### src/hdl/sfdp_pkg.sv
// Constants and types for the discovery parameter table block
package sfdp_pkg;
	// Link command framing
	localparam logic [7:0] READ_OP    = 8'h5A; // Discovery read code
	localparam logic [4:0] CMD_LAST   = 5'h07; // Eight command bits
	localparam logic [4:0] ADDR_LAST  = 5'h17; // Always three address bytes
	localparam logic [4:0] DUMMY_LAST = 5'h07; // Eight dummy clocks
	localparam int         TAB_AW     = 11;    // 2048-byte table space

	// Data buffer shape
	localparam int DATA_W     = 8;
	localparam int FIFO_DEPTH = 16;

	// Byte locations inside the table
	localparam logic [10:0] A_OPT     = 11'h032;
	localparam logic [10:0] A_DENS    = 11'h034;
	localparam logic [10:0] A_DENS_HI = 11'h037;
	localparam logic [10:0] A_QIO_T   = 11'h038;
	localparam logic [10:0] A_QIO_OP  = 11'h039;
	localparam logic [10:0] A_QO_T    = 11'h03A;
	localparam logic [10:0] A_QO_OP   = 11'h03B;
	localparam logic [10:0] A_DO_T    = 11'h03C;
	localparam logic [10:0] A_DO_OP   = 11'h03D;
	localparam logic [10:0] A_DIO_T   = 11'h03E;
	localparam logic [10:0] A_DIO_OP  = 11'h03F;
	localparam logic [10:0] A_PROTO   = 11'h040;
	localparam logic [10:0] A_P2_T    = 11'h046;
	localparam logic [10:0] A_P2_OP   = 11'h047;
	localparam logic [10:0] A_P4_T    = 11'h04A;
	localparam logic [10:0] A_P4_OP   = 11'h04B;
	localparam logic [10:0] A_ER1_SZ  = 11'h04C;
	localparam logic [10:0] A_ER1_OP  = 11'h04D;
	localparam logic [10:0] A_ER2_SZ  = 11'h04E;
	localparam logic [10:0] A_ER2_OP  = 11'h04F;
	localparam logic [10:0] A_ER34_LO = 11'h050;
	localparam logic [10:0] A_ER34_HI = 11'h053;

	// Field values
	localparam logic [0:0] FR_DO     = 1'h1; // Dual output fast read
	localparam logic [1:0] ADDR_MODE = 2'h1; // 3 or 4 byte selectable
	localparam logic [0:0] DTR_OK    = 1'h1;
	localparam logic [0:0] FR_DIO    = 1'h1;
	localparam logic [0:0] FR_QIO    = 1'h1;
	localparam logic [0:0] FR_QO     = 1'h1;
	localparam logic [0:0] RSV_BIT   = 1'h1;
	localparam logic [2:0] RSV_3     = 3'h7;
	localparam logic [4:0] DUMMY_Q   = 5'h09; // Quad address reads
	localparam logic [4:0] DUMMY_S   = 5'h07; // Other fast reads
	localparam logic [2:0] XIP_BITS  = 3'h1;
	localparam logic [31:0] DENSITY  = 32'h1FFFFFFF; // Bits minus one
	localparam logic [7:0] OP_QIO    = 8'hEB;
	localparam logic [7:0] OP_QO     = 8'h6B;
	localparam logic [7:0] OP_DO     = 8'h3B;
	localparam logic [7:0] OP_DIO    = 8'hBB;
	localparam logic [7:0] SZ_4K     = 8'h0C;
	localparam logic [7:0] OP_ER4K   = 8'h20;
	localparam logic [7:0] SZ_64K    = 8'h10;
	localparam logic [7:0] OP_ER64K  = 8'hD8;
	localparam logic [7:0] ABSENT    = 8'h00;
	localparam logic [7:0] RSV_BYTE  = 8'hFF;

	// Link sequencer states
	typedef enum logic [2:0] {
		ST_CMD    = 3'b000,
		ST_ADDR   = 3'b001,
		ST_DUMMY  = 3'b010,
		ST_DATA   = 3'b011,
		ST_IGNORE = 3'b100
	} link_state_type;
endpackage

### src/hdl/sfdp_parameter_table_rom.sv
// Discovery parameter table served over the serial link, with its buffer
// How it works
// [RULE1] Byte 32h bit0 reports dual output read
// [RULE2] Byte 32h bits 2:1 read 01b
// [RULE3] Byte 32h bit3 reports double rate clocking
// [RULE4] Byte 32h bits 6:4 and 7 read one
// [RULE5] Byte 38h holds nine dummies, one XIP
// [RULE6] Byte 39h holds EBh
// [RULE7] Byte 3Ah holds seven dummies, one XIP
// [RULE8] Byte 3Bh holds 6Bh
// [RULE9] Byte 3Ch holds seven dummies, one XIP
// [RULE10] Byte 3Dh holds 3Bh
// [RULE11] Byte 3Eh holds seven dummies, one XIP
// [RULE12] Byte 3Fh holds BBh
// [RULE13] Byte 40h reads all ones
// [RULE14] Byte 46h holds seven dummies, one XIP
// [RULE15] Byte 47h holds BBh
// [RULE16] Byte 4Ah holds nine dummies, one XIP
// [RULE17] Byte 4Bh holds EBh
// [RULE18] Erase type one: 0Ch size, 20h code
// [RULE19] Erase type two: 10h size, D8h code
// [RULE20] Bytes 50h to 53h read zero
// [RULE21] Density bytes FFh FFh FFh 1Fh, low first
// [RULE22] Reserved bytes read all ones
// [RULE23] Code, three address bytes, eight dummies, data
// [RULE24] Address increments, wraps at 2048, ends deselected
`timescale 1ns/1ps
`default_nettype none

// Plain synchronous FIFO with a flush
module sfdp_fifo #(
	parameter int WIDTH = 8,
	parameter int DEPTH = 16
) (
	// Clock and reset
	input  wire logic             i_core_clk,
	input  wire logic             i_reset,
	input  wire logic             i_flush,
	// Fill side
	input  wire logic             i_in_valid,
	input  wire logic [WIDTH-1:0] i_in_data,
	output logic                  o_in_ready,
	// Drain side
	output logic                  o_out_valid,
	output logic [WIDTH-1:0]      o_out_data,
	input  wire logic             i_out_ready
);
	localparam int PW = $clog2(DEPTH);

	logic [WIDTH-1:0] mem [DEPTH]; // Storage
	logic [PW:0]      wr_ptr_r;    // Extra bit tells full from empty
	logic [PW:0]      rd_ptr_r;
	logic             push;
	logic             pop;

	assign o_in_ready  = (wr_ptr_r ^ rd_ptr_r) != {1'b1, {PW{1'b0}}};
	assign o_out_valid = wr_ptr_r != rd_ptr_r;
	assign o_out_data  = mem[rd_ptr_r[PW-1:0]];
	assign push        = i_in_valid & o_in_ready;
	assign pop         = o_out_valid & i_out_ready;

	// Storage write, no reset needed on data
	always_ff @(posedge i_core_clk) begin
		if (push) begin
			mem[wr_ptr_r[PW-1:0]] <= i_in_data;
		end
	end

	// Pointers; flush drops all words at once
	always_ff @(posedge i_core_clk or posedge i_reset) begin
		if (i_reset) begin
			wr_ptr_r <= '0;
			rd_ptr_r <= '0;
		end else if (i_flush) begin
			wr_ptr_r <= '0;
			rd_ptr_r <= '0;
		end else begin
			if (push) begin
				wr_ptr_r <= wr_ptr_r + 1'b1;
			end
			if (pop) begin
				rd_ptr_r <= rd_ptr_r + 1'b1;
			end
		end
	end
endmodule

// Link-facing table reader
module sfdp_parameter_table_rom (
	// Clock and reset
	input  wire logic i_core_clk,
	input  wire logic i_reset,
	// Serial link from the host
	input  wire logic i_sclk,
	input  wire logic i_cs_n,
	input  wire logic i_dq0,
	// Serial data back to the host
	output logic      o_dq1,
	output logic      o_dq1_oe
);
	// Table lookup; anything not listed is reserved and reads ones
	function automatic logic [7:0] table_byte(input logic [10:0] a);
		logic [1:0] di;
		di = 2'(a - sfdp_pkg::A_DENS);
		table_byte = sfdp_pkg::RSV_BYTE; // [RULE22]
		if (a >= sfdp_pkg::A_DENS && a <= sfdp_pkg::A_DENS_HI) begin
			table_byte = sfdp_pkg::DENSITY[8*di +: 8]; // [RULE21]
		end else if (a >= sfdp_pkg::A_ER34_LO
			&& a <= sfdp_pkg::A_ER34_HI) begin
			table_byte = sfdp_pkg::ABSENT; // [RULE20]
		end else begin
			case (a)
				sfdp_pkg::A_OPT: table_byte = {sfdp_pkg::RSV_BIT,
					sfdp_pkg::FR_QO, sfdp_pkg::FR_QIO, // [RULE4]
					sfdp_pkg::FR_DIO, sfdp_pkg::DTR_OK, // [RULE3]
					sfdp_pkg::ADDR_MODE, // [RULE2]
					sfdp_pkg::FR_DO}; // [RULE1]
				sfdp_pkg::A_QIO_T: table_byte =
					{sfdp_pkg::XIP_BITS, sfdp_pkg::DUMMY_Q}; // [RULE5]
				sfdp_pkg::A_QIO_OP: table_byte = sfdp_pkg::OP_QIO; // [RULE6]
				sfdp_pkg::A_QO_T: table_byte =
					{sfdp_pkg::XIP_BITS, sfdp_pkg::DUMMY_S}; // [RULE7]
				sfdp_pkg::A_QO_OP: table_byte = sfdp_pkg::OP_QO; // [RULE8]
				sfdp_pkg::A_DO_T: table_byte =
					{sfdp_pkg::XIP_BITS, sfdp_pkg::DUMMY_S}; // [RULE9]
				sfdp_pkg::A_DO_OP: table_byte = sfdp_pkg::OP_DO; // [RULE10]
				sfdp_pkg::A_DIO_T: table_byte =
					{sfdp_pkg::XIP_BITS, sfdp_pkg::DUMMY_S}; // [RULE11]
				sfdp_pkg::A_DIO_OP: table_byte = sfdp_pkg::OP_DIO; // [RULE12]
				sfdp_pkg::A_PROTO: table_byte = {sfdp_pkg::RSV_3,
					sfdp_pkg::FR_QIO, sfdp_pkg::RSV_3,
					sfdp_pkg::FR_DIO}; // [RULE13]
				sfdp_pkg::A_P2_T: table_byte =
					{sfdp_pkg::XIP_BITS, sfdp_pkg::DUMMY_S}; // [RULE14]
				sfdp_pkg::A_P2_OP: table_byte = sfdp_pkg::OP_DIO; // [RULE15]
				sfdp_pkg::A_P4_T: table_byte =
					{sfdp_pkg::XIP_BITS, sfdp_pkg::DUMMY_Q}; // [RULE16]
				sfdp_pkg::A_P4_OP: table_byte = sfdp_pkg::OP_QIO; // [RULE17]
				sfdp_pkg::A_ER1_SZ: table_byte = sfdp_pkg::SZ_4K; // [RULE18]
				sfdp_pkg::A_ER1_OP: table_byte = sfdp_pkg::OP_ER4K; // [RULE18]
				sfdp_pkg::A_ER2_SZ: table_byte = sfdp_pkg::SZ_64K; // [RULE19]
				sfdp_pkg::A_ER2_OP: table_byte = sfdp_pkg::OP_ER64K; // [RULE19]
				default: table_byte = sfdp_pkg::RSV_BYTE; // [RULE22]
			endcase
		end
	endfunction

	// Synchronised pins: bit 2 clock, bit 1 select, bit 0 data
	logic [2:0] pin_raw;
	logic [2:0] pin_s;
	logic       sclk_d_r;  // Previous synced link clock
	logic       rise;      // Host samples, device captures
	logic       fall;      // Device launches next bit
	logic       cs_act;    // Frame is open

	// Sequencer
	sfdp_pkg::link_state_type state_r;
	logic [4:0]  cnt_r;        // Bits seen in current phase
	logic [23:0] shift_r;      // Command and address shifter
	logic        addr_done_r;  // One pulse when address is complete
	logic [10:0] start_addr_r; // Table start within 2048 bytes

	// Fill side of the buffer
	logic        fill_act_r;
	logic [10:0] fill_addr_r;
	logic [7:0]  push_data;
	logic        push_ready;
	logic        push_fire;

	// Drain side and serialiser
	logic        pop_valid;
	logic [7:0]  pop_data;
	logic        pop_ready;
	logic [7:0]  out_byte_r;
	logic [7:0]  ser_next;
	logic [2:0]  bit_cnt_r;
	logic        dq1_r;
	logic        oe_r;

	assign pin_raw = {i_sclk, i_cs_n, i_dq0};

	// Two flops per pin; only the second flop is read by logic
	for (genvar g = 0; g < 3; g++) begin : g_sync
		logic s1_r;
		logic s2_r;
		always_ff @(posedge i_core_clk or posedge i_reset) begin
			if (i_reset) begin
				s1_r <= (g == 1) ? 1'b1 : 1'b0; // Idle: select high, rest low
				s2_r <= (g == 1) ? 1'b1 : 1'b0;
			end else begin
				s1_r <= pin_raw[g];
				s2_r <= s1_r;
			end
		end
		assign pin_s[g] = s2_r;
	end

	// Link clock edge finder; the link clock is far slower than ours
	always_ff @(posedge i_core_clk or posedge i_reset) begin
		if (i_reset) begin
			sclk_d_r <= 1'b0;
		end else begin
			sclk_d_r <= pin_s[2];
		end
	end

	assign rise   = pin_s[2] & ~sclk_d_r;
	assign fall   = ~pin_s[2] & sclk_d_r;
	assign cs_act = ~pin_s[1];

	// Command, address and dummy phases on rising link edges
	always_ff @(posedge i_core_clk or posedge i_reset) begin
		if (i_reset) begin
			state_r      <= sfdp_pkg::ST_CMD;
			cnt_r        <= 5'h00;
			shift_r      <= 24'h000000;
			addr_done_r  <= 1'b0;
			start_addr_r <= 11'h000;
		end else if (!cs_act) begin
			// Deselect ends any read at once
			state_r     <= sfdp_pkg::ST_CMD; // [RULE24]
			cnt_r       <= 5'h00;
			addr_done_r <= 1'b0;
		end else begin
			addr_done_r <= 1'b0;
			if (rise) begin
				shift_r <= {shift_r[22:0], pin_s[0]};
				case (state_r)
					sfdp_pkg::ST_CMD: begin
						if (cnt_r == sfdp_pkg::CMD_LAST) begin
							cnt_r <= 5'h00;
							// Unknown codes are left to other logic
							if ({shift_r[6:0], pin_s[0]} == sfdp_pkg::READ_OP) begin
								state_r <= sfdp_pkg::ST_ADDR; // [RULE23]
							end else begin
								state_r <= sfdp_pkg::ST_IGNORE;
							end
						end else begin
							cnt_r <= cnt_r + 5'h01;
						end
					end
					sfdp_pkg::ST_ADDR: begin
						// Three bytes even in 4-byte mode
						if (cnt_r == sfdp_pkg::ADDR_LAST) begin
							cnt_r        <= 5'h00;
							state_r      <= sfdp_pkg::ST_DUMMY; // [RULE23]
							addr_done_r  <= 1'b1;
							start_addr_r <= {shift_r[9:0], pin_s[0]};
						end else begin
							cnt_r <= cnt_r + 5'h01;
						end
					end
					sfdp_pkg::ST_DUMMY: begin
						if (cnt_r == sfdp_pkg::DUMMY_LAST) begin
							cnt_r   <= 5'h00;
							state_r <= sfdp_pkg::ST_DATA; // [RULE23]
						end else begin
							cnt_r <= cnt_r + 5'h01;
						end
					end
					sfdp_pkg::ST_DATA,
					sfdp_pkg::ST_IGNORE: begin
						// Held until deselect
						state_r <= state_r;
					end
					default: state_r <= sfdp_pkg::ST_IGNORE;
				endcase
			end
		end
	end

	// Prefetch: lookups start during the dummy phase so bytes wait ready
	always_ff @(posedge i_core_clk or posedge i_reset) begin
		if (i_reset) begin
			fill_act_r  <= 1'b0;
			fill_addr_r <= 11'h000;
		end else if (!cs_act) begin
			fill_act_r <= 1'b0;
		end else if (addr_done_r) begin
			fill_act_r  <= 1'b1;
			fill_addr_r <= start_addr_r;
		end else if (push_fire) begin
			// Eleven bits roll over from 7FFh to zero
			fill_addr_r <= fill_addr_r + 11'h001; // [RULE24]
		end
	end

	assign push_data = table_byte(fill_addr_r);
	assign push_fire = fill_act_r & push_ready;

	// Buffer between table lookup and serialiser
	sfdp_fifo #(
		.WIDTH (sfdp_pkg::DATA_W),
		.DEPTH (sfdp_pkg::FIFO_DEPTH)
	) u_fifo (
		.i_core_clk  (i_core_clk),
		.i_reset     (i_reset),
		.i_flush     (!cs_act),
		.i_in_valid  (fill_act_r),
		.i_in_data   (push_data),
		.o_in_ready  (push_ready),
		.o_out_valid (pop_valid),
		.o_out_data  (pop_data),
		.i_out_ready (pop_ready)
	);

	// A byte is taken on the falling edge that launches its top bit
	assign pop_ready = cs_act & fall & (state_r == sfdp_pkg::ST_DATA)
		& (bit_cnt_r == 3'h0);
	// Empty buffer cannot happen at link rate; ones are sent if it does
	assign ser_next = (bit_cnt_r == 3'h0)
		? (pop_valid ? pop_data : sfdp_pkg::RSV_BYTE)
		: {out_byte_r[6:0], 1'b0};

	// Serialiser: most significant bit first on falling link edges
	always_ff @(posedge i_core_clk or posedge i_reset) begin
		if (i_reset) begin
			out_byte_r <= 8'h00;
			bit_cnt_r  <= 3'h0;
			dq1_r      <= 1'b0;
			oe_r       <= 1'b0;
		end else if (!cs_act) begin
			bit_cnt_r <= 3'h0;
			oe_r      <= 1'b0; // [RULE24]
		end else if (fall && state_r == sfdp_pkg::ST_DATA) begin
			out_byte_r <= ser_next;
			dq1_r      <= ser_next[7];
			bit_cnt_r  <= bit_cnt_r + 3'h1;
			oe_r       <= 1'b1;
		end
	end

	assign o_dq1    = dq1_r;
	assign o_dq1_oe = oe_r;
endmodule

`default_nettype wire

### config.mk
export PLATFORM = sky130hd
export DESIGN_NAME = sfdp_parameter_table_rom
export DESIGN_NICKNAME = d
export VERILOG_FILES = /design/src/hdl/sfdp_pkg.sv /design/src/hdl/sfdp_parameter_table_rom.sv
export SDC_FILE = /design/constraint.sdc
export NUM_CORES = 1
export LEC_CHECK = 0
export BUFFER_PORTS_ARGS = -buffer_cell sky130_fd_sc_hd__buf_2
export CAP_MARGIN = 15
export CORE_MARGIN = 2
export CORE_UTILIZATION = 60
export CTS_CLUSTER_SIZE = 16
export DETAILED_ROUTE_END_ITERATION = 8
export PLACE_DENSITY = 0.79
export RECOVER_POWER = 25
export SETUP_SLACK_MARGIN = 0.15
export SLEW_MARGIN = 20
export SYNTH_ARGS = -nofsm -noshare
export SYNTH_HDL_FRONTEND = slang
export SYNTH_HIERARCHICAL = 1
export SYNTH_SLANG_ARGS = --single-unit
export TNS_END_PERCENT = 30
### constraint.sdc
create_clock -name i_core_clk -period 5 [get_ports i_core_clk]
set_clock_uncertainty 0.1 [all_clocks]
set_input_delay 0.5 -clock i_core_clk [delete_from_list [all_inputs] [get_ports i_core_clk]]
set_output_delay 0.5 -clock i_core_clk [all_outputs]
set_load 0.05 [all_outputs]
==> key figures, run 1 <==
CTS
  • TritonCTS clock tree: built
  • CTS Root Buffer Type: clkbuf_16
  • Post_cts resized: 0
  • H-tree depth reported by CTS: 4
  • Clock insertion delay at the later pin of the skew report: 440 ps
  • Num CTS Buffers: 17
  • Post-CTS setup buffer count: 0
  • Largest buffer count on any clock path: 2
  • Sinks on Clock Net: 199
  • Clock-pin slew of the registers on the worst-case setup and hold paths: 70 ps

Run
  • Max capacitance violation total: 1

Timing
  • Setup Total Neg Slack: 0 ps
  • Final setup violation count: 0
  • Slew at the pin with the worst max-slew slack: 2570 ps
  • Period utilisation layout: 70.5%
  • Final slew viol count: 50
  • Tmin final: 3520 ps
  • Achievable Freq: 284 MHz
  • Setup repair after global routing missed its margin: no
  • Final count of hold timing violations: 0
  • Worst rel slew slack: -71.1%

Power and ir drop
  • Leakage power summed over all cells: 3.89 nW
  • Worst vdd ir: 0.258 mV
  • Combinational cell fraction of total power: 1.8%
  • Sw Share: 20.8%
  • Power density over cell area: 326 mW/mm^2
  • Internal Power: 2.50 mW
  • Total net switching power: 0.657 mW
  • Clock share of power: 41.3%
  • Sequential share of power: 57.0%

Floorplan
  • Y dimension of the die: 126 um
  • Die span in x: 126 um
  • Site row count: 44
  • Core Footprint: 0.0146 sq mm
  • Total die area: 0.0160 sq mm
  • I/O pin total: 7
  • Initial core utilization: 61.7%

Critical path
  • Largest fanout on the critical path: 16
  • Arr. time, crit path: 3520 ps
  • Data required time at the worst endpoint: 4990 ps
  • Kind of start point of the critical path: flop
  • Kind of capture point of the worst setup path: flop
  • Type of the worst setup path: flop to flop

Placement
  • Placer Congestion: 0.858
  • HPWL after DPL: 11.3 mm
  • Buffers added on ports: 6

Global route
  • Pin count of the biggest net entering global routing: 50
  • Total track usage: 23.5%
  • Global-route wire length before repair: 28.3 mm
  • Number of global-route vias before repair: 5257
  • Antenna violations before repair: 0
  • Congestion Overflow GR: 0

Yosys
  • Post-Syn Area: 0.00900 sq mm
  • Portion of the post-synthesis area used by sequential elements: 62.5%
  • Post-synthesis average cell area: 14.0 sq um
  • Synthesized instance count: 642
  • Number of synthesized register bits: 199
  • Share of synthesized registers carrying an async set or reset: 35.7%
  • Yosys warnings: 6
  • Top flip-flop cell by instance count after synthesis: edfxtp_1
  • Number of flops mapped to enable cells by yosys: 128
  • Count of cell types in the netlist: 63
  • Post-synth net total: 659

Cells and area
  • Number of nets in the final layout: 656
  • Share of the core filled with cells in the final layout: 66.5%
  • Share of cells above drive strength 1: 15.6%
  • Signed area change from the synthesized netlist to the final layout: 7.87%
  • Number of diodes: 0

Route
  • Total length of routed wires: 17.9 mm
  • Count of unresolved DRC violations after routing: 0
  • Number of vias per cell: 6.39
  • Average wire length per cell after detail routing: 21.4 um
  • Drt pass-1 iters: 5
  • Via count of the routed design: 5344
  • Post-route antenna net violation count: 0
  • Number of violations reported at the end of detailed-routing iteration 0: 558

Outcome
  • Failing checks: capacitance limit, slew limit
  • Outcome: finished with violations

Hold path
  • Hold Path Class: input port to flop
==> critical path: stages, from the launching register on <==
cell	delay, ps
dfrtp_1	450
ha_1	400
and3_1	300
nor4b_2	180
nor3b_1	440
o311ai_1	230
or2_4	330
a21oi_1	770
==> state kept, by name (all words and copies together) (netlist names) <==
name,count
g_sync.s1_r,3
u_fifo/rd_ptr_r,5
bit_cnt_r,3
cnt_r,5
sclk_d_r,1
u_fifo/mem,128
addr_done_r,1
u_fifo/wr_ptr_r,5
state_r,3
out_byte_r,7
o_dq1_oe,1
g_sync.s2_r,3
shift_r,10
start_addr_r,11
fill_addr_r,11
fill_act_r,1
o_dq1,1
==> cell usage after synthesis (3+ instances only) <==
| master | number | area (sq um) |
|---|---|---|
| a211o_1 | 3 | 26.3 |
| o22ai_1 | 3 | 18.8 |
| o21ai_0 | 35 | 175 |
| a21oi_1 | 29 | 145 |
| or3_1 | 4 | 25.0 |
| o311ai_0 | 3 | 26.3 |
| o2111ai_1 | 3 | 26.3 |
| dfrtp_1 | 69 | 1730 |
| ha_1 | 12 | 150 |
| nor3_1 | 12 | 60.1 |
| buf_2 | 9 | 45.0 |
| a31oi_1 | 6 | 37.5 |
| mux4_2 | 21 | 473 |
| buf_6 | 3 | 33.8 |
| nand4_1 | 6 | 37.5 |
| nor3b_1 | 5 | 37.5 |
| xnor2_1 | 7 | 61.3 |
| and2_1 | 6 | 37.5 |
| clkbuf_1 | 19 | 71.3 |
| a22oi_1 | 5 | 37.5 |
| nor2b_1 | 16 | 100 |
| mux2i_1 | 10 | 100 |
| xor2_1 | 3 | 26.3 |
| and3_1 | 19 | 119 |
| mux2_2 | 26 | 293 |
| mux4_1 | 11 | 289 |
| nand2_1 | 42 | 158 |
| inv_1 | 15 | 56.3 |
| nand3_1 | 11 | 55.1 |
| nor2_1 | 41 | 154 |
| edfxtp_1 | 128 | 3840 |
| a211oi_1 | 10 | 75.1 |
| nand3b_1 | 9 | 67.6 |
==> power by group through the flow <==
stage	Clock, mW	Combinational, mW	Sequential (mW)
floorplan	0	0.0507	1.82
global placement	0	0.0557	1.83
detailed placement	0	0.0575	1.84
CTS	1.33	0.0582	1.80
global route	1.38	0.0635	1.81
finish	1.30	0.0558	1.80
==> logic make-up after synthesis <==
group	after synthesis	share of synthesized area (%)
DFF	199	62.5
AOI/OAI and AO/OA	112	7.88
muxes	68	12.8
and+or+nand+nor	190	11.4
xor gates and xnor gates	10	0.973
adders and majority gates	12	1.67
buffers and inverters	51	2.78
==> per-layer routing <==
layer  GRT usage [%]  part of all wire, %
met1            30.4                   42
met5               0                    0
met3            5.48                  5.8
met2            38.5                   49
met4            9.95                  3.0
==> repair_timing <==
| item | in CTS | in global routing |
|---|---|---|
| hold buffers | 1 | 0 |
| endpoints found under the setup margin | 0 | 0 |
| hold endpoints to repair | 22 | 0 |
==> placed cells by master (no fill, tap or decap), types with 4 or more instances in the layout <==
master	instances
mux4_2	21
ha_1	12
mux2_2	26
nor3b_1	5
mux4_1	11
o21ai_0	35
or3_1	4
and3_1	19
a211oi_1	10
and2_1	6
clkinv_4	4
clkbuf_16	18
nor2_1	41
edfxtp_1	128
buf_4	5
inv_1	15
nand4_1	6
a22oi_1	5
nor3_1	12
dfrtp_1	68
nor2b_1	16
a31oi_1	5
nand3_1	11
nand2_1	42
clkbuf_1	6
nand3b_1	9
a21oi_1	26
xnor2_1	7
mux2i_1	10
==> stage by stage <==
step	cell area, sq um	setup WS [ps]	instances	total power, mW	hold WS (ps)
finish	9710	1480	836	3.16	58.0
global placement	9110	1790	803	1.89	237
CTS	9700	1500	836	3.19	43.2
global route	9710	800	836	3.25	38.9
floorplan	9000	2250	642	1.87	231
detailed placement	9110	1540	803	1.89	236
==> path summary, 6_finish.rpt <==
kind / from / end / slack (ps) / cells after the start
hold / removal: i_cs_n / g_sync[1].s1_r$_DFF_PP1_ / 60 / 1
setup reg to reg: fill_addr_r[0]$_DFFE_PP0P_ / u_fifo/mem[15][7]$_DFFE_PP_ / 1480 / 7
max in group asynchronous: i_reset / fill_addr_r[2]$_DFFE_PP0P_ / 1520 / 4
min in group asynchronous: i_reset / u_fifo/rd_ptr_r[3]$_DFFE_PP0P_ / 470 / 3
setup / recovery: fill_addr_r[0]$_DFFE_PP0P_ / u_fifo/mem[15][7]$_DFFE_PP_ / 1480 / 7
hold reg to reg: g_sync[2].s1_r$_DFF_PP0_ / g_sync[2].s2_r$_DFF_PP0_ / 250 / 0
==> area by class of cell <==
| class | instances | area (sq um) |
|---|---|---|
| clock buffers | 22 | 485 |
| clock inverters | 10 | 86.3 |
| fillers | 974 | 4880 |
| inverters | 16 | 60.1 |
| multi-input cells | 392 | 3140 |
| flip-flops and latches | 199 | 5620 |
| well taps | 184 | 230 |
| repair buffers | 13 | 77.6 |
Note: power is estimated with default switching activity, not from simulation.
==> inputs of run 2 (changes only) <==
--- a/config.mk
+++ b/config.mk
@@ -8,7 +8,7 @@
 export BUFFER_PORTS_ARGS = -buffer_cell sky130_fd_sc_hd__buf_2
 export CAP_MARGIN = 15
 export CORE_MARGIN = 2
-export CORE_UTILIZATION = 60
+export CORE_UTILIZATION = 57
 export CTS_CLUSTER_SIZE = 16
 export DETAILED_ROUTE_END_ITERATION = 8
 export PLACE_DENSITY = 0.79
==> constraint.sdc (replaced) <==
create_clock -name i_core_clk -period 2.9 [get_ports i_core_clk]
set_clock_uncertainty 0.1 [all_clocks]
set_input_delay 0.29 -clock i_core_clk [delete_from_list [all_inputs] [get_ports i_core_clk]]
set_output_delay 0.29 -clock i_core_clk [all_outputs]
set_load 0.05 [all_outputs]
==> run 2 against run 1 <==
The flow still finishes with violations (capacitance limit, slew limit); wire length increased by 4.7%; critical path type unchanged; largest power group unchanged; first-iteration DRC count fell by 3.6%; sequential power up 72%; non-clock buffer count is 44 higher.
==> key figures, run 2 (synthesis gave the netlist of run 1 again) <==
Route
  • Number of violations reported at the end of detailed-routing iteration 0: 538 (-3.6%)
  • Drt pass-1 iters: 5 (unchanged)
  • Count of unresolved DRC violations after routing: 0 (unchanged)
  • Total length of routed wires: 18.7 mm (+4.7%)
  • Post-route antenna net violation count: 0 (unchanged)
  • Number of vias per cell: 6.15 (-3.8%)
  • Via count of the routed design: 5586 (+4.5%)
  • Average wire length per cell after detail routing: 20.6 um (-3.6%)

CTS
  • Clock insertion delay at the later pin of the skew report: 430 ps (about the same)
  • Clock-pin slew of the registers on the worst-case setup and hold paths: 70 ps (about the same)
  • Num CTS Buffers: 17 (unchanged)
  • Post-CTS setup buffer count: 0 (unchanged)
  • TritonCTS clock tree: built
  • Largest buffer count on any clock path: 2 (unchanged)
  • Sinks on Clock Net: 199 (unchanged)
  • CTS Root Buffer Type: clkbuf_16
  • H-tree depth reported by CTS: 4 (unchanged)

Critical path
  • Data required time at the worst endpoint: 2970 ps (-2020 ps)
  • Arr. time, crit path: 2860 ps (-660 ps)
  • Type of the worst setup path: flop to flop
  • Kind of capture point of the worst setup path: flop
  • Register-to-register path setup slack: 110 ps (-1360 ps)
  • Largest fanout on the critical path: 16 (unchanged)
  • Kind of start point of the critical path: flop

Timing
  • Final count of hold timing violations: 0 (unchanged)
  • Final slew viol count: 43 (-14%)
  • Achievable Freq: 359 MHz (+26%)
  • Setup Total Neg Slack: 0 ps (unchanged)
  • Slew at the pin with the worst max-slew slack: 1600 ps (-966 ps)
  • Period utilisation layout: 96.1% (+26 points)
  • Worst rel slew slack: -6.80% (+64 points)
  • Final setup margin: 113 ps (-1360 ps)
  • Tmin final: 2790 ps (-737 ps)
  • Setup repair after global routing missed its margin: yes
  • Final setup violation count: 0 (unchanged)

Floorplan
  • Site row count: 45 (+2.3%)
  • Die span in x: 130 um (+2.5%)
  • Core Footprint: 0.0153 sq mm (+5.0%)
  • Total die area: 0.0168 sq mm (+5.1%)
  • Y dimension of the die: 130 um (+2.5%)
  • Initial core utilization: 58.8% (-2.9 points)
  • I/O pin total: 7 (unchanged)

Cells and area
  • Number of nets in the final layout: 700 (+6.7%)
  • Most used cells in the layout excluding fill and tap cells: edfxtp_1, dfrtp_1, nand2_1, buf_4, nor2_1
  • Signed area change from the synthesized netlist to the final layout: 12.6%
  • Share of cells above drive strength 1: 20.8% (+5.2 points)
  • Flip-flop count of the largest register after layout: 128 (unchanged)
  • Most common cell after layout, fill and taps aside: edfxtp_1

Outcome
  • Failing checks: capacitance limit, slew limit
  • Outcome: finished with violations

Placement
  • HPWL after DPL: 11.9 mm (+4.8%)
  • Buffers added on ports: 6 (unchanged)
  • Placer Congestion: 0.845 (-1.5%)
  • Worst slack, placed: -86.8 ps (-1620 ps)

Global route
  • Global-route wire length before repair: 29.3 mm (+3.5%)
  • Pin count of the biggest net entering global routing: 43 (-14%)
  • Number of global-route vias before repair: 5538 (+5.3%)
  • Antenna violations before repair: 0 (unchanged)
  • Congestion Overflow GR: 0 (unchanged)
  • Total track usage: 23.6% (+0.17 points)

Power and ir drop
  • Power density over cell area: 546 mW/mm^2 (+68%)
  • Worst vdd ir: 0.449 mV (+74%)
  • Leakage power summed over all cells: 4.12 nW (+5.9%)

Run
  • Max capacitance violation total: 1 (unchanged)

Hold path
  • Hold Path Class: flop to flop
[run 2: per-stage QoR]
| step | instances | power [mW] | cell area, sq um | hold WS (ps) | utilization, % |
|---|---|---|---|---|---|
| after floorplan | 642 | 3.23 | 9000 | 30.2 | - |
| after global placement | 870 | 3.26 | 9470 | 192 | 61.9 |
| after detailed placement | 870 | 3.27 | 9470 | 206 | 61.9 |
| after CTS | 906 | 5.56 | 10100 | 253 | 66.0 |
| after global routing | 907 | 5.70 | 10100 | 252 | 66.2 |
| final | 908 | 5.53 | 10100 | 252 | 66.2 |
[run 2: timing repair]
action | in CTS | in global routing
gates cloned | 0 | 1
hold endpoints to repair | 51 | 0
hold buffers | 4 | 0
gates resized for setup | 1 | 8
endpoints found under the setup margin | 32 | 93
[run 2: final timing paths]
| kind | from | end | depth (start not counted) |
|---|---|---|---|
| min in group asynchronous | i_reset | u_fifo/rd_ptr_r[3]$_DFFE_PP0P_ | 3 |
| max in group asynchronous | i_reset | bit_cnt_r[2]$_DFFE_PP0P_ | 4 |
| max | fill_addr_r[9]$_DFFE_PP0P_ | u_fifo/mem[0][4]$_DFFE_PP_ | 8 |
| min | g_sync[2].s1_r$_DFF_PP0_ | g_sync[2].s2_r$_DFF_PP0_ | 0 |
| max reg2reg | fill_addr_r[9]$_DFFE_PP0P_ | u_fifo/mem[0][4]$_DFFE_PP_ | 8 |
| min reg2reg | g_sync[2].s1_r$_DFF_PP0_ | g_sync[2].s2_r$_DFF_PP0_ | 0 |
[run 2: cell type report]
cell class | count | area (sq um)
Sequential cell | 199 | 5630
Fill cell | 1076 | 5180
Multi-Input combinational cell | 392 | 3160
Timing Repair Buffer | 57 | 434
Clock buffer | 18 | 429
Tap cell | 211 | 264
Clock inverter | 14 | 158
Inverter | 16 | 60.1
Antenna cell | 1 | 2.50
[run 2: worst max-delay path: stages, from the launching register on]
cell and delay [ps]:
dfrtp_1 430, or4_4 610, or2_1 290, buf_4 170, o31ai_2 270, or3_4 210
or2_4 140, a31oi_1 90, buf_4 210
[run 2: power by group]
group	switching [mW]	internal [mW]	total, mW
clock network	1.09	1.22	2.32
registers	0.0533	3.05	3.10
logic	0.0491	0.0589	0.108
[run 2: metal layers]
metal  track usage, %  routed length, um
met2             39.6               9710
met1             30.4               7540
met3             5.28                970
met5                0                  0
met4             8.92                474
==> inputs of run 3 (changes only) <==
--- a/config.mk
+++ b/config.mk
@@ -13,6 +13,7 @@
 export DETAILED_ROUTE_END_ITERATION = 8
 export PLACE_DENSITY = 0.79
 export RECOVER_POWER = 25
+export REMOVE_ABC_BUFFERS = 1
 export SETUP_SLACK_MARGIN = 0.15
 export SLEW_MARGIN = 20
 export SYNTH_ARGS = -nofsm -noshare
==> run 3 against run 2 <==
The flow now finishes without violations; flip-flop and latch count unchanged; via count shrank 1.1%; hold slack better by 6.3 ps; first-iteration DRC count up 17%; count of clock-buffer cells in the layout is 1 higher; combinational power hardly changed; non-clock buffer count down 6; cell count fell by 0.77%; sequential power hardly changed; clock power is 5% higher; register-to-register slack better by 90 ps; critical path type unchanged; power rose by 2.1%.
==> key figures, run 3 (synthesis gave the netlist of run 1 again) <==
Outcome
  • Outcome: finished clean

Critical path
  • Register-to-register path setup slack: 210 ps (+90 ps)
  • Data required time at the worst endpoint: 2860 ps (-110 ps)
  • Largest fanout on the critical path: 16 (unchanged)
  • Type of the worst setup path: flop to flop
  • Kind of capture point of the worst setup path: flop
  • Largest stage delay, worst path: 740 ps (+130 ps)
  • Kind of start point of the critical path: flop
  • Cell with the biggest individual delay on the critical path: nor4b_2
  • Arr. time, crit path: 2660 ps (-200 ps)
  • Critical Path, Cell by Cell: or4_4, nor4b_2, nor2_1

Timing
  • Minimum hold slack: 258 ps (+6.28 ps)
  • Setup Total Neg Slack: 0 ps (unchanged)
  • Achievable Freq: 371 MHz (+3.5%)
  • Slew at the pin with the worst max-slew slack: 1170 ps (-434 ps)
  • Setup repair after global routing missed its margin: yes
  • Final slew viol count: 0 (-100%)
  • Final setup violation count: 0 (unchanged)
  • Tmin final: 2690 ps (-94.6 ps)
  • Worst rel slew slack: 22.1% (+29 points)
  • Final setup margin: 207 ps (+94.6 ps)
  • Final count of hold timing violations: 0 (unchanged)
  • Period utilisation layout: 92.8% (-3.3 points)

CTS
  • TritonCTS clock tree: built
  • Post-CTS setup buffer count: 0 (unchanged)
  • Clock insertion delay at the later pin of the skew report: 430 ps (about the same)
  • Largest buffer count on any clock path: 2 (unchanged)
  • Num CTS Buffers: 17 (unchanged)
  • CTS Root Buffer Type: clkbuf_16
  • Clock-pin slew of the registers on the worst-case setup and hold paths: 70 ps (about the same)
  • H-tree depth reported by CTS: 4 (unchanged)
  • Sinks on Clock Net: 199 (unchanged)

Cells and area
  • Share of cells above drive strength 1: 20.4% (-0.40 points)
  • Flip-flop count of the largest register after layout: 128 (unchanged)
  • Most common cell after layout, fill and taps aside: edfxtp_1
  • Most used cells in the layout excluding fill and tap cells: edfxtp_1, dfrtp_1, nand2_1, nor2_1
  • Share of the core filled with cells in the final layout: 66.3% (+0.16 points)
  • Signed area change from the synthesized netlist to the final layout: 12.9%
  • Fin area: 0.0102 sq mm (+0.25%)
  • Number of diodes: 0 (-1)
  • Number of nets in the final layout: 694 (-0.86%)
  • Fill cell count: 1062 (-1.3%)
  • Final cell count without fillers: 901 (-0.77%)

Floorplan
  • I/O pin total: 7 (unchanged)
  • Y dimension of the die: 130 um (unchanged)
  • Die span in x: 130 um (unchanged)
  • Core Footprint: 0.0153 sq mm (unchanged)
  • Initial core utilization: 58.8% (unchanged)
  • Total die area: 0.0168 sq mm (unchanged)
  • Site row count: 45 (unchanged)

Placement
  • HPWL after DPL: 12.1 mm (+1.8%)
  • Worst slack, placed: -33.2 ps (+53.6 ps)
  • Placement Cell Area: 0.00945 sq mm (-0.26%)
  • Placer Congestion: 0.880 (+4.2%)
  • Buffers added on ports: 6 (unchanged)
  • Number of placed instances with taps included: 865 (-0.57%)

Global route
  • Number of global-route vias before repair: 5483 (-0.99%)
  • Antenna violations before repair: 0 (unchanged)
  • Pin count of the biggest net entering global routing: 33 (-23%)
  • Congestion Overflow GR: 0 (unchanged)
  • Total track usage: 23.3% (-0.31 points)
  • Global-route wire length before repair: 29.1 mm (-0.54%)

Route
  • Number of violations reported at the end of detailed-routing iteration 0: 630 (+17%)
  • Count of unresolved DRC violations after routing: 0 (unchanged)
  • Number of vias per cell: 6.13 (-0.32%)
  • Total length of routed wires: 18.6 mm (-0.71%)
  • Average wire length per cell after detail routing: 20.6 um (about the same)
  • Drt pass-1 iters: 5 (unchanged)
  • Post-route antenna net violation count: 0 (unchanged)
  • Via count of the routed design: 5525 (-1.1%)

Power and ir drop
  • Power density over cell area: 556 mW/mm^2 (+1.8%)
  • Leakage power summed over all cells: 4.13 nW (+0.22%)
  • Worst vdd ir: 0.446 mV (-0.63%)
  • Tot Pwr: 5.64 mW (+2.1%)

Run
  • Max capacitance violation total: 0 (-1)

Hold path
  • Hold Path Class: flop to flop
-- run 3: final timing paths --
kind | startpoint | to | cells after the start
max in group asynchronous | i_reset | fill_addr_r[0]$_DFFE_PP0P_ | 4
min in group asynchronous | i_reset | u_fifo/wr_ptr_r[4]$_DFFE_PP0P_ | 3
setup / recovery | fill_addr_r[7]$_DFFE_PP0P_ | u_fifo/mem[9][0]$_DFFE_PP_ | 3
setup reg to reg | fill_addr_r[7]$_DFFE_PP0P_ | u_fifo/mem[9][0]$_DFFE_PP_ | 3
hold / removal | g_sync[2].s1_r$_DFF_PP0_ | g_sync[2].s2_r$_DFF_PP0_ | 0
hold reg to reg | g_sync[2].s1_r$_DFF_PP0_ | g_sync[2].s2_r$_DFF_PP0_ | 0
-- run 3: what timing repair did --
action	CTS	global route
hold buffers	4	0
gates cloned	0	0
resized for setup	1	8
endpoints found under the hold margin	43	0
endpoints found under the setup margin	16	96
-- run 3: layout make-up --
type | instances | area [sq um] | share of cell area [%]
clock buffer | 19 | 475 | 4.68
sequential | 199 | 5620 | 55.4
clock inverter | 13 | 155 | 1.53
timing repair buffer | 51 | 408 | 4.02
multi-input combinational | 392 | 3170 | 31.2
inverter | 16 | 60.1 | 0.591
tap | 211 | 264 | 2.60
-- run 3: report_power, final --
part           total, mW  internal (mW)  switching (mW)
clock               2.43           1.33            1.10
combinational      0.107         0.0590          0.0483
sequential          3.10           3.05          0.0545
-- run 3: per-layer routing --
layer | GRT usage, % | vias to the layer above | share of wire (%)
met5 | 0 | - | 0
met4 | 7.84 | 0 | 2.7
met3 | 5.24 | 43 | 4.8
met2 | 40.4 | 191 | 51
met1 | 29.2 | 2764 | 41
li1 | - | 2527 | -
-- run 3: critical path: cells and delay by family (launching register included) --
kind / cells / cell delay [ps]
DFF: 1 / 450
and+or+nand+nor: 3 / 1770
